[config.mk]
export PLATFORM = sky130hd
export DESIGN_NAME = scs_device_flat
export DESIGN_NICKNAME = d
export VERILOG_FILES = /design/src/scs_pkg.sv /design/src/scs_link_if.sv /design/src/scs_device.sv /design/src/flat_wrapper.sv
export SDC_FILE = /design/constraint.sdc
export NUM_CORES = 1
export LEC_CHECK = 0
export BUFFER_PORTS_ARGS = -buffer_cell sky130_fd_sc_hd__buf_2
export CAP_MARGIN = 0
export CELL_PAD_IN_SITES_DETAIL_PLACEMENT = 0
export CELL_PAD_IN_SITES_GLOBAL_PLACEMENT = 1
export CORE_MARGIN = 4
export CORE_UTILIZATION = 40
export CTS_CLUSTER_SIZE = 10
export DETAILED_ROUTE_END_ITERATION = 8
export HOLD_SLACK_MARGIN = 0.15
export MAX_ROUTING_LAYER = met4
export PLACE_DENSITY = 0.78
export SYNTH_ARGS = -nofsm -noshare
export SYNTH_HDL_FRONTEND = slang
export SYNTH_SLANG_ARGS = --single-unit
[constraint.sdc]
create_clock -name clk -period 2 [get_ports clk]
set_input_delay 0.2 -clock clk [delete_from_list [all_inputs] [get_ports clk]]
set_output_delay 0.2 -clock clk [all_outputs]
set_load 0.02 [all_outputs]
[src/scs_pkg.sv]
// Shared constants and types for the SAR conversion sequencer and its host.
package scs_pkg;

    localparam int CLK_HZ     = 50_000_000;
    localparam int CLK_NS     = 20;
    localparam int OSC_MIN_HZ = 21_000_000;
    localparam int OSC_DIV    = CLK_HZ / OSC_MIN_HZ;
    localparam logic [1:0] OSC_DIV_LAST = 2'(OSC_DIV - 1);

    localparam logic [4:0] ACQ_CCLKS  = 5'h03;
    localparam logic [4:0] CONV_CCLKS = 5'h12;
    localparam logic [4:0] FRAME_BITS = 5'h10;
    localparam logic [4:0] CMD_BITS   = 5'h04;

    localparam int CFG_AUTO_CH = 11;
    localparam int CFG_CLK_SRC = 10;
    localparam int CFG_TRIG    = 9;
    localparam int CFG_POL     = 7;
    localparam int CFG_FUNC    = 6;
    localparam logic [11:0] CFG_RESET = 12'hFFF;

    localparam logic [3:0] CMD_CH0    = 4'h0;
    localparam logic [3:0] CMD_CH1    = 4'h1;
    localparam logic [3:0] CMD_WR_CFG = 4'hE;

    // Pin order {conversion_start_n, frame_select_n, sclk, sdi}.
    localparam logic [3:0] PIN_IDLE = 4'hC;

    localparam logic [2:0] SCLK_HALF      = 3'h4;
    localparam int         CONVERSION_START_N_LOW_NS  = 40;
    localparam int         CONVERSION_START_N_LOW_CYC = (CONVERSION_START_N_LOW_NS + CLK_NS - 1) / CLK_NS;
    localparam int         GAP_CCLKS      = 21;
    localparam int         CONVERSION_CLOCK_MAX_CYC   = 4 * int'(SCLK_HALF);
    localparam logic [8:0] GAP_LAST       = 9'(GAP_CCLKS * CONVERSION_CLOCK_MAX_CYC - 1);
    localparam logic [8:0] CONVERSION_START_N_RISE_AT = 9'(GAP_CCLKS * CONVERSION_CLOCK_MAX_CYC - CONVERSION_START_N_LOW_CYC);

    localparam logic [3:0] ADDR_CTRL   = 4'h0;
    localparam logic [3:0] ADDR_TX     = 4'h4;
    localparam logic [3:0] ADDR_RX     = 4'h8;
    localparam logic [3:0] ADDR_STATUS = 4'hC;
    localparam int CTRL_GO     = 0;
    localparam int CTRL_SHORT  = 1;
    localparam int CTRL_CONVERSION_START_N = 2;

    typedef enum logic [2:0] {
        DS_SAMPLE = 3'b001,
        DS_ACQ    = 3'b010,
        DS_CONV   = 3'b100
    } scs_dev_state_t;

    typedef enum logic [3:0] {
        HS_IDLE = 4'b0001,
        HS_LOW  = 4'b0010,
        HS_HIGH = 4'b0100,
        HS_END  = 4'b1000
    } scs_host_state_t;

endpackage

[src/scs_link_if.sv]
// Serial and control pins between the converter and its host.
`timescale 1ns/1ps
`default_nettype none
interface scs_link_if;
    logic sclk;
    logic frame_select_n;
    logic sdi;
    logic sdo;
    logic conversion_start_n;
    logic status_pin;

    modport dev (
        input  sclk,
        input  frame_select_n,
        input  sdi,
        input  conversion_start_n,
        output sdo,
        output status_pin
    );

    modport host (
        output sclk,
        output frame_select_n,
        output sdi,
        output conversion_start_n,
        input  sdo,
        input  status_pin
    );
endinterface
`default_nettype wire

[src/scs_device.sv]
// Converter end: conversion sequencing, channel selection, status pin, serial port.
//
// The address map and the strobed register port were chosen for this implementation.
`timescale 1ns/1ps
`default_nettype none
module scs_device (
    input  wire logic                clk,
    input  wire logic                resetn,
    scs_link_if.dev                  link,
    input  wire logic [13:0]         analog_ch0,
    input  wire logic [13:0]         analog_ch1,
    output logic                     hold_active,
    output logic [11:0]              config_word
);
    import scs_pkg::*;

    ////////////////////////////////////////////////////////////////////////////////
    // Every pin passes two flip-flops; the third stage only feeds edge detection.
    logic [3:0]     pin_s1_reg;
    logic [3:0]     pin_s2_reg;
    logic [3:0]     pin_s3_reg;
    logic           conversion_start_n_fall;
    logic           fs_fall;
    logic           fs_rise;
    logic           sclk_rise;
    logic           sclk_fall;
    logic           sdi_s;

    always_ff @(posedge clk) begin
        if (!resetn) begin
            pin_s1_reg <= PIN_IDLE;
            pin_s2_reg <= PIN_IDLE;
            pin_s3_reg <= PIN_IDLE;
        end else begin
            pin_s1_reg <= {link.conversion_start_n, link.frame_select_n, link.sclk, link.sdi};
            pin_s2_reg <= pin_s1_reg;
            pin_s3_reg <= pin_s2_reg;
        end
    end

    // The start edge is taken whatever frame select does.
    assign conversion_start_n_fall = pin_s3_reg[3] & ~pin_s2_reg[3];
    assign fs_fall     = pin_s3_reg[2] & ~pin_s2_reg[2];
    assign fs_rise     = ~pin_s3_reg[2] & pin_s2_reg[2];
    assign sclk_rise   = ~pin_s3_reg[1] & pin_s2_reg[1];
    assign sclk_fall   = pin_s3_reg[1] & ~pin_s2_reg[1];
    assign sdi_s       = pin_s2_reg[0];

    ////////////////////////////////////////////////////////////////////////////////
    // Configuration and control state.
    logic [11:0]    cfg_reg;
    logic           manual_ch_reg;
    logic           auto_ch_reg;
    scs_dev_state_t state_reg;
    logic [4:0]     cnt_reg;
    logic [1:0]     osc_cnt_reg;
    logic           sclk_phase_reg;
    logic [13:0]    held_reg;
    logic           held_ch_reg;
    logic [15:0]    out_word_reg;
    logic           int_reg;
    logic           status_reg;
    logic [14:0]    shift_in_reg;
    logic [15:0]    shift_out_reg;
    logic [4:0]     bit_cnt_reg;
    logic           in_frame_reg;

    logic           use_sclk;
    logic           manual_trig;
    logic           osc_tick;
    logic           sclk_tick;
    logic           conversion_clock_tick;
    logic           cur_ch;
    logic           conv_start;
    logic           conv_done;
    logic           bit_take;
    logic [3:0]     cmd_now;
    logic [15:0]    word_now;
    logic           cmd_edge;
    logic           cfg_write;
    logic           eoc_asserted;
    logic           status_asserted;

    assign use_sclk    = ~cfg_reg[CFG_CLK_SRC];
    assign manual_trig = cfg_reg[CFG_TRIG];
    assign cur_ch      = cfg_reg[CFG_AUTO_CH] ? auto_ch_reg : manual_ch_reg;

    ////////////////////////////////////////////////////////////////////////////////
    // Conversion clock: internal divider, stopped while the serial clock is the source.
    always_ff @(posedge clk) begin
        if (!resetn || use_sclk) begin
            osc_cnt_reg <= 2'h0;
        end else if (manual_trig && conversion_start_n_fall) begin
            // Restarting the divider at a manual start keeps every conversion equally long.
            osc_cnt_reg <= 2'h0;
        end else if (osc_cnt_reg == OSC_DIV_LAST) begin
            osc_cnt_reg <= 2'h0;
        end else begin
            osc_cnt_reg <= osc_cnt_reg + 2'h1;
        end
    end

    assign osc_tick = ~use_sclk & (osc_cnt_reg == OSC_DIV_LAST);

    // The halving phase restarts at the start edge, so a start set up ahead of a
    // serial clock rise converts in 36 serial clocks; a late one slips to 37.
    always_ff @(posedge clk) begin
        if (!resetn) begin
            sclk_phase_reg <= 1'b0;
        end else if (conversion_start_n_fall) begin
            sclk_phase_reg <= 1'b0;
        end else if (use_sclk && sclk_rise) begin
            sclk_phase_reg <= ~sclk_phase_reg;
        end
    end

    assign sclk_tick = use_sclk & sclk_rise & sclk_phase_reg;
    assign conversion_clock_tick = osc_tick | sclk_tick;

    ////////////////////////////////////////////////////////////////////////////////
    // Sequencer: sample, acquisition and conversion phases.
    assign conv_start = (state_reg == DS_SAMPLE && manual_trig && conversion_start_n_fall)
                      | (state_reg == DS_ACQ && !manual_trig && conversion_clock_tick
                         && cnt_reg == ACQ_CCLKS - 5'h01);
    assign conv_done  = (state_reg == DS_CONV) && conversion_clock_tick
                      && (cnt_reg == CONV_CCLKS - 5'h01);

    always_ff @(posedge clk) begin
        if (!resetn) begin
            state_reg <= DS_SAMPLE;
            cnt_reg   <= 5'h00;
        end else begin
            case (state_reg)
                DS_SAMPLE: begin
                    cnt_reg <= 5'h00;
                    if (conv_start) begin
                        state_reg <= DS_CONV;
                    end else if (!manual_trig && conversion_clock_tick) begin
                        // Entering on a clock tick makes the first acquisition full length.
                        state_reg <= DS_ACQ;
                    end
                end
                DS_ACQ: begin
                    if (manual_trig) begin
                        state_reg <= DS_SAMPLE;
                        cnt_reg   <= 5'h00;
                    end else if (conv_start) begin
                        state_reg <= DS_CONV;
                        cnt_reg   <= 5'h00;
                    end else if (conversion_clock_tick) begin
                        cnt_reg <= cnt_reg + 5'h01;
                    end
                end
                DS_CONV: begin
                    if (conv_done) begin
                        state_reg <= manual_trig ? DS_SAMPLE : DS_ACQ;
                        cnt_reg   <= 5'h00;
                    end else if (conversion_clock_tick) begin
                        cnt_reg <= cnt_reg + 5'h01;
                    end
                end
                default: begin
                    state_reg <= DS_SAMPLE;
                    cnt_reg   <= 5'h00;
                end
            endcase
        end
    end

    // Hold captures the selected input at the end of sampling.
    always_ff @(posedge clk) begin
        if (!resetn) begin
            held_reg    <= 14'h0000;
            held_ch_reg <= 1'b0;
        end else if (conv_start) begin
            held_reg    <= cur_ch ? analog_ch1 : analog_ch0;
            held_ch_reg <= cur_ch;
        end
    end

    // Result with its channel tag waits for the next read frame.
    always_ff @(posedge clk) begin
        if (!resetn) begin
            out_word_reg <= 16'h0000;
        end else if (conv_done) begin
            out_word_reg <= {held_reg, held_ch_reg, 1'b0};
        end
    end

    ////////////////////////////////////////////////////////////////////////////////
    // Serial port: bits are taken and presented on falling serial clock edges.
    assign bit_take = in_frame_reg & sclk_fall & (bit_cnt_reg < FRAME_BITS);
    assign cmd_now  = {shift_in_reg[2:0], sdi_s};
    assign word_now = {shift_in_reg, sdi_s};
    assign cmd_edge = bit_take & (bit_cnt_reg == CMD_BITS - 5'h01);
    assign cfg_write = bit_take & (bit_cnt_reg == FRAME_BITS - 5'h01)
                     & (word_now[15:12] == CMD_WR_CFG);

    always_ff @(posedge clk) begin
        if (!resetn) begin
            in_frame_reg  <= 1'b0;
            bit_cnt_reg   <= 5'h00;
            shift_in_reg  <= 15'h0000;
            shift_out_reg <= 16'h0000;
        end else if (fs_fall) begin
            in_frame_reg  <= 1'b1;
            bit_cnt_reg   <= 5'h00;
            shift_out_reg <= out_word_reg;
        end else if (fs_rise) begin
            in_frame_reg <= 1'b0;
        end else if (bit_take) begin
            bit_cnt_reg   <= bit_cnt_reg + 5'h01;
            shift_in_reg  <= word_now[14:0];
            shift_out_reg <= {shift_out_reg[14:0], 1'b0};
        end
    end

    // A short frame is enough for a channel command.
    always_ff @(posedge clk) begin
        if (!resetn) begin
            manual_ch_reg <= 1'b0;
        end else if (cmd_edge && (cmd_now == CMD_CH0 || cmd_now == CMD_CH1)) begin
            manual_ch_reg <= cmd_now[0];
        end
    end

    always_ff @(posedge clk) begin
        if (!resetn) begin
            cfg_reg <= CFG_RESET;
        end else if (cfg_write) begin
            cfg_reg <= word_now[11:0];
        end
    end

    // Turning automatic selection on restarts the sweep at channel 0.
    always_ff @(posedge clk) begin
        if (!resetn) begin
            auto_ch_reg <= 1'b0;
        end else if (cfg_write && word_now[CFG_AUTO_CH] && !cfg_reg[CFG_AUTO_CH]) begin
            auto_ch_reg <= 1'b0;
        end else if (conv_start && cfg_reg[CFG_AUTO_CH]) begin
            auto_ch_reg <= ~auto_ch_reg;
        end
    end

    ////////////////////////////////////////////////////////////////////////////////
    // Status pin. A conversion ending in the frame-start cycle keeps the interrupt set.
    always_ff @(posedge clk) begin
        if (!resetn) begin
            int_reg <= 1'b0;
        end else if (conv_done) begin
            int_reg <= 1'b1;
        end else if (fs_fall) begin
            int_reg <= 1'b0;
        end
    end

    assign eoc_asserted = manual_trig ? (state_reg == DS_CONV)
                                      : (state_reg == DS_ACQ);
    assign status_asserted = cfg_reg[CFG_FUNC] ? eoc_asserted : int_reg;

    always_ff @(posedge clk) begin
        if (!resetn) begin
            status_reg <= 1'b1;
        end else begin
            status_reg <= cfg_reg[CFG_POL] ? ~status_asserted : status_asserted;
        end
    end

    assign link.sdo       = shift_out_reg[15];
    assign link.status_pin = status_reg;
    assign hold_active    = (state_reg == DS_CONV);
    assign config_word    = cfg_reg;

endmodule
`default_nettype wire

[src/flat_wrapper.sv]
// flat-port wrapper written by rule: the top's interface ports become plain ports
module scs_device_flat import scs_pkg::*;
  (clk, resetn, analog_ch0, analog_ch1, hold_active, config_word, link_sclk, link_frame_select_n, link_sdi, link_conversion_start_n, link_sdo, link_status_pin);
  scs_link_if link_i ();
  input  wire logic clk;
  input  wire logic resetn;
  input  wire logic [13:0] analog_ch0;
  input  wire logic [13:0] analog_ch1;
  output logic hold_active;
  output logic [11:0] config_word;
  input wire logic [$bits(link_i.sclk)-1:0] link_sclk;
  input wire logic [$bits(link_i.frame_select_n)-1:0] link_frame_select_n;
  input wire logic [$bits(link_i.sdi)-1:0] link_sdi;
  input wire logic [$bits(link_i.conversion_start_n)-1:0] link_conversion_start_n;
  output wire logic [$bits(link_i.sdo)-1:0] link_sdo;
  output wire logic [$bits(link_i.status_pin)-1:0] link_status_pin;
  assign link_i.sclk = link_sclk;
  assign link_i.frame_select_n = link_frame_select_n;
  assign link_i.sdi = link_sdi;
  assign link_i.conversion_start_n = link_conversion_start_n;
  assign link_sdo = link_i.sdo;
  assign link_status_pin = link_i.status_pin;
  scs_device u_core (.clk(clk), .resetn(resetn), .link(link_i), .analog_ch0(analog_ch0), .analog_ch1(analog_ch1), .hold_active(hold_active), .config_word(config_word));
endmodule
Word level (Yosys, flattened, before mapping):

Cells that the tools add are included.

* multiplexer cells: 24
* reductions and logical operators: 31
* bitwise gates (word level): 27
* $add $sub $neg: 3
* equality and inequality tests: 14
* magnitude comparators: 1

Operators with widths (number)
* two-way mux 16 bit: 3
* two-way mux 5 bit: 4
* two-way mux 3 bit: 5
* logical AND 1 bit: 14
* two-way mux 14 bit: 1
* AND 1 bit: 13
* inverter 1 bit: 12
* adder 5 x 1 -> 5 bit, second input constant: 2
* == test 5 x 2 -> 1 bit, second input constant: 2
* case mux 5 bit (2 select lines): 1
* case mux 3 bit (3 select lines): 1
* two-way mux 1 bit: 8
* AND reduction 3 bit: 2
* nonzero test 2 bit: 3
* OR reduction 2 bit: 3
* == test 5 x 4 -> 1 bit, second input constant: 1
* == test 5 bit, second input constant: 1
* less-than comparator 5 bit, second input constant: 1
* == test 4 x 1 -> 1 bit, second input constant: 1
* == test 4 bit, second input constant: 1
* zero test 4 bit: 1
* inequality test 2 x 1 -> 1 bit, second input constant: 2
* AND reduction 2 bit: 2
* == test 3 x 1 -> 1 bit, second input constant: 1
* other kinds (11): 15

* logic and storage cells: 119
* output and inout port bits: 15
* bits in registers: 106
* input port bits: 34

Depth between registers and ports, before layout:

* word-level depth: 11
* gate-level depth with buffers: 8
* depth with buffers taken out: 7

Worst setup path after synthesis:

Ideal clock, no wire load.

* kind: reg-to-reg
* from: register u_core.bit_cnt_reg[0]
* to: register u_core.cfg_reg[10], in the netlist u_core.config_word[10]
* clock period less this slack: 1.823 ns
* required time: 1.871 ns
* slack: 0.177 ns
* buffers on the path: 1
* stages on the path, launching flop included: 9
* data arrival time: 1.694 ns
* library setup time: 0.129 ns
* cell sequence: dfxtp_1 -> ha_1 -> and3_1 -> ha_1 -> and4b_1 -> nand3_1 -> buf_2 -> mux2i_1 -> nand2_1

* word-level cells in the longest chain between the ends: 4
* elaborated cells on any way between the ends: 5
* those cells by class: order compare: 1; eq/ne: 1; bitwise: 3

Ends and longest elaborated chain
* from (decl): RTL line scs_device.sv:65 `logic [4:0] bit_cnt_reg;`
* from (signal assigned): RTL line scs_device.sv:212 `bit_cnt_reg <= bit_cnt_reg + 5'h01;`
* less-than comparator 5 bit: RTL line scs_device.sv:192 `assign bit_take = in_frame_reg & sclk_fall & (bit_cnt_reg < FRAME_BITS);`
* AND 1 bit: RTL line scs_device.sv:192
* AND 1 bit (*): RTL line scs_device.sv:196 `assign cfg_write = bit_take & (bit_cnt_reg == FRAME_BITS - 5'h01)`
* AND 1 bit (*): RTL line scs_device.sv:197 `& (word_now[15:12] == CMD_WR_CFG);`
* to (signal assigned): RTL line scs_device.sv:231 `cfg_reg <= word_now[11:0];`
* to (decl): RTL line scs_device.sv:51 `logic [11:0] cfg_reg;`

Mark *: on every way between the ends. The rest lies on a longest branch, timed or not.
A chain may end at the register's enable or synchronous reset.

Final worst setup path:

* from: register u_core.cnt_reg[0]
* to: register u_core.held_ch_reg

* word-level cells in the longest chain between the ends: 3

Ends and longest elaborated chain
* from (decl): RTL line scs_device.sv:55 `logic [4:0] cnt_reg;`
* from (signal assigned): RTL line scs_device.sv:151 `cnt_reg <= cnt_reg + 5'h01;`
* from (signal assigned): RTL line scs_device.sv:159 `cnt_reg <= cnt_reg + 5'h01;`
* == test 5 x 2 -> 1 bit: RTL line scs_device.sv:124 `&& cnt_reg == ACQ_CCLKS - 5'h01);`
* logical AND 1 bit: RTL line scs_device.sv:124
* OR 1 bit: RTL line scs_device.sv:123 `| (state_reg == DS_ACQ && !manual_trig && conversion_clock_tick`
* to (signal assigned): RTL line scs_device.sv:177 `held_ch_reg <= cur_ch;`
* to (decl): RTL line scs_device.sv:59 `logic held_ch_reg;`

Every way passes these cells.

==> metrics.md <==
| Metric | Value |
|---|---|
| RSZ-0062 raised after global routing | `no` |
| Drt via density | `5.03` |
| Synth warnings | `0` |
| Number of global-route vias before repair | `3309` |
| Synth area leader | `dfxtp_1` |
| Core area | `0.0105 mm^2` |
| Final #Nets | `554` |
| CTS clk-pin slew, worst paths | `0.11 ns` |
| Post-synthesis compound-gate area fraction | `0.0795` |
| DRC Markers | `0` |
| Port Buffers | `48` |
| DR iter-0 viols | `135` |
| Relative slew slack | `0.608` |
| Final non-filler cell total | `653` |
| Max Fclk | `541 MHz` |
| Final Hold Violating Endpoints | `0` |
| Die area | `0.0127 mm^2` |
| Syn Inst Count | `462` |
| Commonest non-fill, non-tap cells in the layout | `dfxtp_1, nand2_1, mux2i_1` |
| Seq/Total Area, Yosys | `0.476` |
| Synth Cell Area | `0.00438 mm^2` |
| Largest family of logic cells by synthesized area | `simple AND/OR/NAND/NOR gates` |
| Pleak | `2.03 nW` |
| CP Cell Sequence | `inv_1 > ha_1 > or4b_4 > a211oi_4 > nor2_4 > o31ai_1` |
| Final HPWL from detailed placement | `5990 um` |
| Yosys reg bits | `104` |
| Worst Tran Pin Value | `0.586 ns` |
| Number of diodes | `0` |
| GPL Wtd Cong | `0.816` |
| CTS Buf Count | `9` |
| Outcome | `complete, no violations` |
| Share of cells above drive strength 1 | `0.199` |
| Total grt overflow | `0` |
| Area fraction of the dominant cell type after synthesis | `0.476` |
| Pre-antenna DRT Iters | `4` |
| Finished Cell Area | `0.00505 mm^2` |
| XOR/XNOR share of the synthesized area | `0.0160` |
| Synth Area in Simple Gates | `0.198` |
| Initial cell density of the core | `0.416` |
| Antenna violations before repair | `0` |
| Routed len/inst | `13.3 um` |
| Slowest stage delay, CP | `0.47 ns` |
| Reg2reg path depth | `6` |
| First-pass GRT wire length | `15200 um` |
| Clk_lat worst skew | `0.37 ns` |
| Vias post-DR | `3282` |
| Syn Area/Cell | `9.47 um^2` |
| CP Data Arrival Time | `2.14 ns` |
| Final wirelength | `8660 um` |
| Post-Synth Adder-Cell Area | `0.0229` |
| Clk sinks | `104` |
| Worst setup EP type | `flop` |
| Die height | `113 um` |
| Slowest CP cell | `or4b_4` |
| Routed Antenna Nets | `0` |
| Peak VDD IR | `328 uV` |
| Post-layout minimum cycle time | `1.85 ns` |
| Post-synth cell types | `48` |
| H-tree levels | `3` |
| Commonest non-fill, non-tap cell in the layout | `dfxtp_1` |
| Max Cap Viol | `0` |
| Largest cells by area after synthesis | `dfxtp_1, mux2i_1, nand2_1, mux2_2, a21oi_1` |
| Total global-route track usage | `0.148` |
| Mux contribution to synthesized area | `0.169` |
| TritonCTS clock tree | `yes` |
| Layout Area Growth over Synthesis | `15.3%` |
| Die X | `113 um` |
| CP required | `2.29 ns` |
| Final Cycle Share | `0.924` |
| Startpoint Class | `flop` |
| Worst-path maximum fanout | `15` |
| Placement Setup Slack | `0.0892 ns` |
| Io pins | `49` |
| Power Density | `746 mW/mm^2` |
| Final setup fails | `0` |
| Clk_skew | `0.0103 ns` |
| Worst setup margin | `0.152 ns` |
| Hold path depth | `4` |
| Row count | `37` |
| Critical path class | `reg -> reg` |
| Placed cell area | `0.00480 mm^2` |
| Count of pins over their slew limit | `0` |
| HP Class | `in -> reg` |
| Fillers | `965` |
| Pin count of the biggest net entering global routing | `39` |
| Syn Nets | `504` |
| Cells after DPL | `634` |
| Max Root-Sink Buffers | `2` |
| Clk root buf | `clkbuf_8` |
| Total negative slack | `0 ns` |
-- synthesized netlist by cell type, drive strengths merged --
cell type and n:
a211oi 16, a21boi 1, a21oi 25, a31oi 1
and2 7, and3 2, and4b 1, and4bb 1
buf 11, clkbuf 17, dfxtp 104, ha 8
inv 9, mux2 14, mux2i 58, nand2 94
nand2b 9, nand3 8, nand3b 2, nand4 1
nand4b 3, nand4bb 2, nor2 32, nor2b 1
nor3 3, nor3b 3, nor4 1, o2111ai 1
o21a 1, o21ai 3, o311a 1, o31a 1
o31ai 1, o32a 1, o32ai 1, or2 1
or3 3, or3b 1, or4b 2, or4bb 3
xnor2 7, xor2 1
-- worst max-delay path: cells and delay by family, from the launching register on --
| family | cells | cell delay, ns |
|---|---|---|
| buffers and inverters | 1 | 0.09 |
| adders and majority gates | 1 | 0.14 |
| AOI/OAI and AO/OA | 2 | 0.53 |
| DFF | 1 | 0.36 |
| and+or+nand+nor | 2 | 0.65 |
-- repair_timing --
item / CTS / global route
endpoints found under the setup margin: 0 / 1
gates resized for setup: 0 / 2
hold buffers: 4 / 0
hold endpoints to repair: 4 / 0
setup buffers: 0 / 0
-- final cells by class --
cell class	instances	area [um^2]	share of cell area
repair buffers	67	418	0.0828
flip-flops and latches	104	2080	0.413
clock inverters	7	86.3	0.0171
inverters	9	33.8	0.00669
multi-input cells	321	2130	0.422
clock buffers	9	124	0.0245
well taps	136	170	0.0337
-- routing by layer --
metal / track usage / routed length (um) / up-vias
met5: - / 0 / -
met4: 0.0385 / 99 / 0
met1: 0.171 / 4030 / 1531
li1: - / - / 1686
met3: 0.0367 / 355 / 8
met2: 0.255 / 4170 / 57
-- metrics by stage --
stage / power, mW / hold WS, ns / utilization
floorplan: 2.35 / 0.301 / -
global placement: 2.42 / 0.385 / 0.456
detailed placement: 2.43 / 0.385 / 0.456
CTS: 3.81 / 0.201 / 0.480
global route: 3.94 / 0.211 / 0.480
finish: 3.76 / 0.214 / 0.480
-- report_power, final --
| group | internal (mW) | switching [mW] |
|---|---|---|
| Combinational | 0.115 | 0.133 |
| Clock | 0.608 | 0.775 |
| Sequential | 2.11 | 0.0204 |
-- final timing paths --
| kind | start | endpoint | slack (ns) |
|---|---|---|---|
| min | analog_ch1[4] | u_core.held_reg[4] | 0.21 |
| min reg2reg | u_core.pin_s1_reg[2] | u_core.pin_s2_reg[2] | 0.41 |
| max | u_core.cnt_reg[0] | u_core.held_ch_reg | 0.15 |
| max reg2reg | u_core.cnt_reg[0] | u_core.held_ch_reg | 0.15 |
-- logic make-up (layout without fill, tap and decap cells) --
group | after synthesis | after routing
xor+xnor | 8 | 8
flops | 104 | 104
fa+ha+maj | 8 | 8
compound gates | 53 | 53
mux | 72 | 72
buf+inv | 37 | 92
simple gates | 180 | 180
No activity file was read; power rests on OpenSTA's default activity.
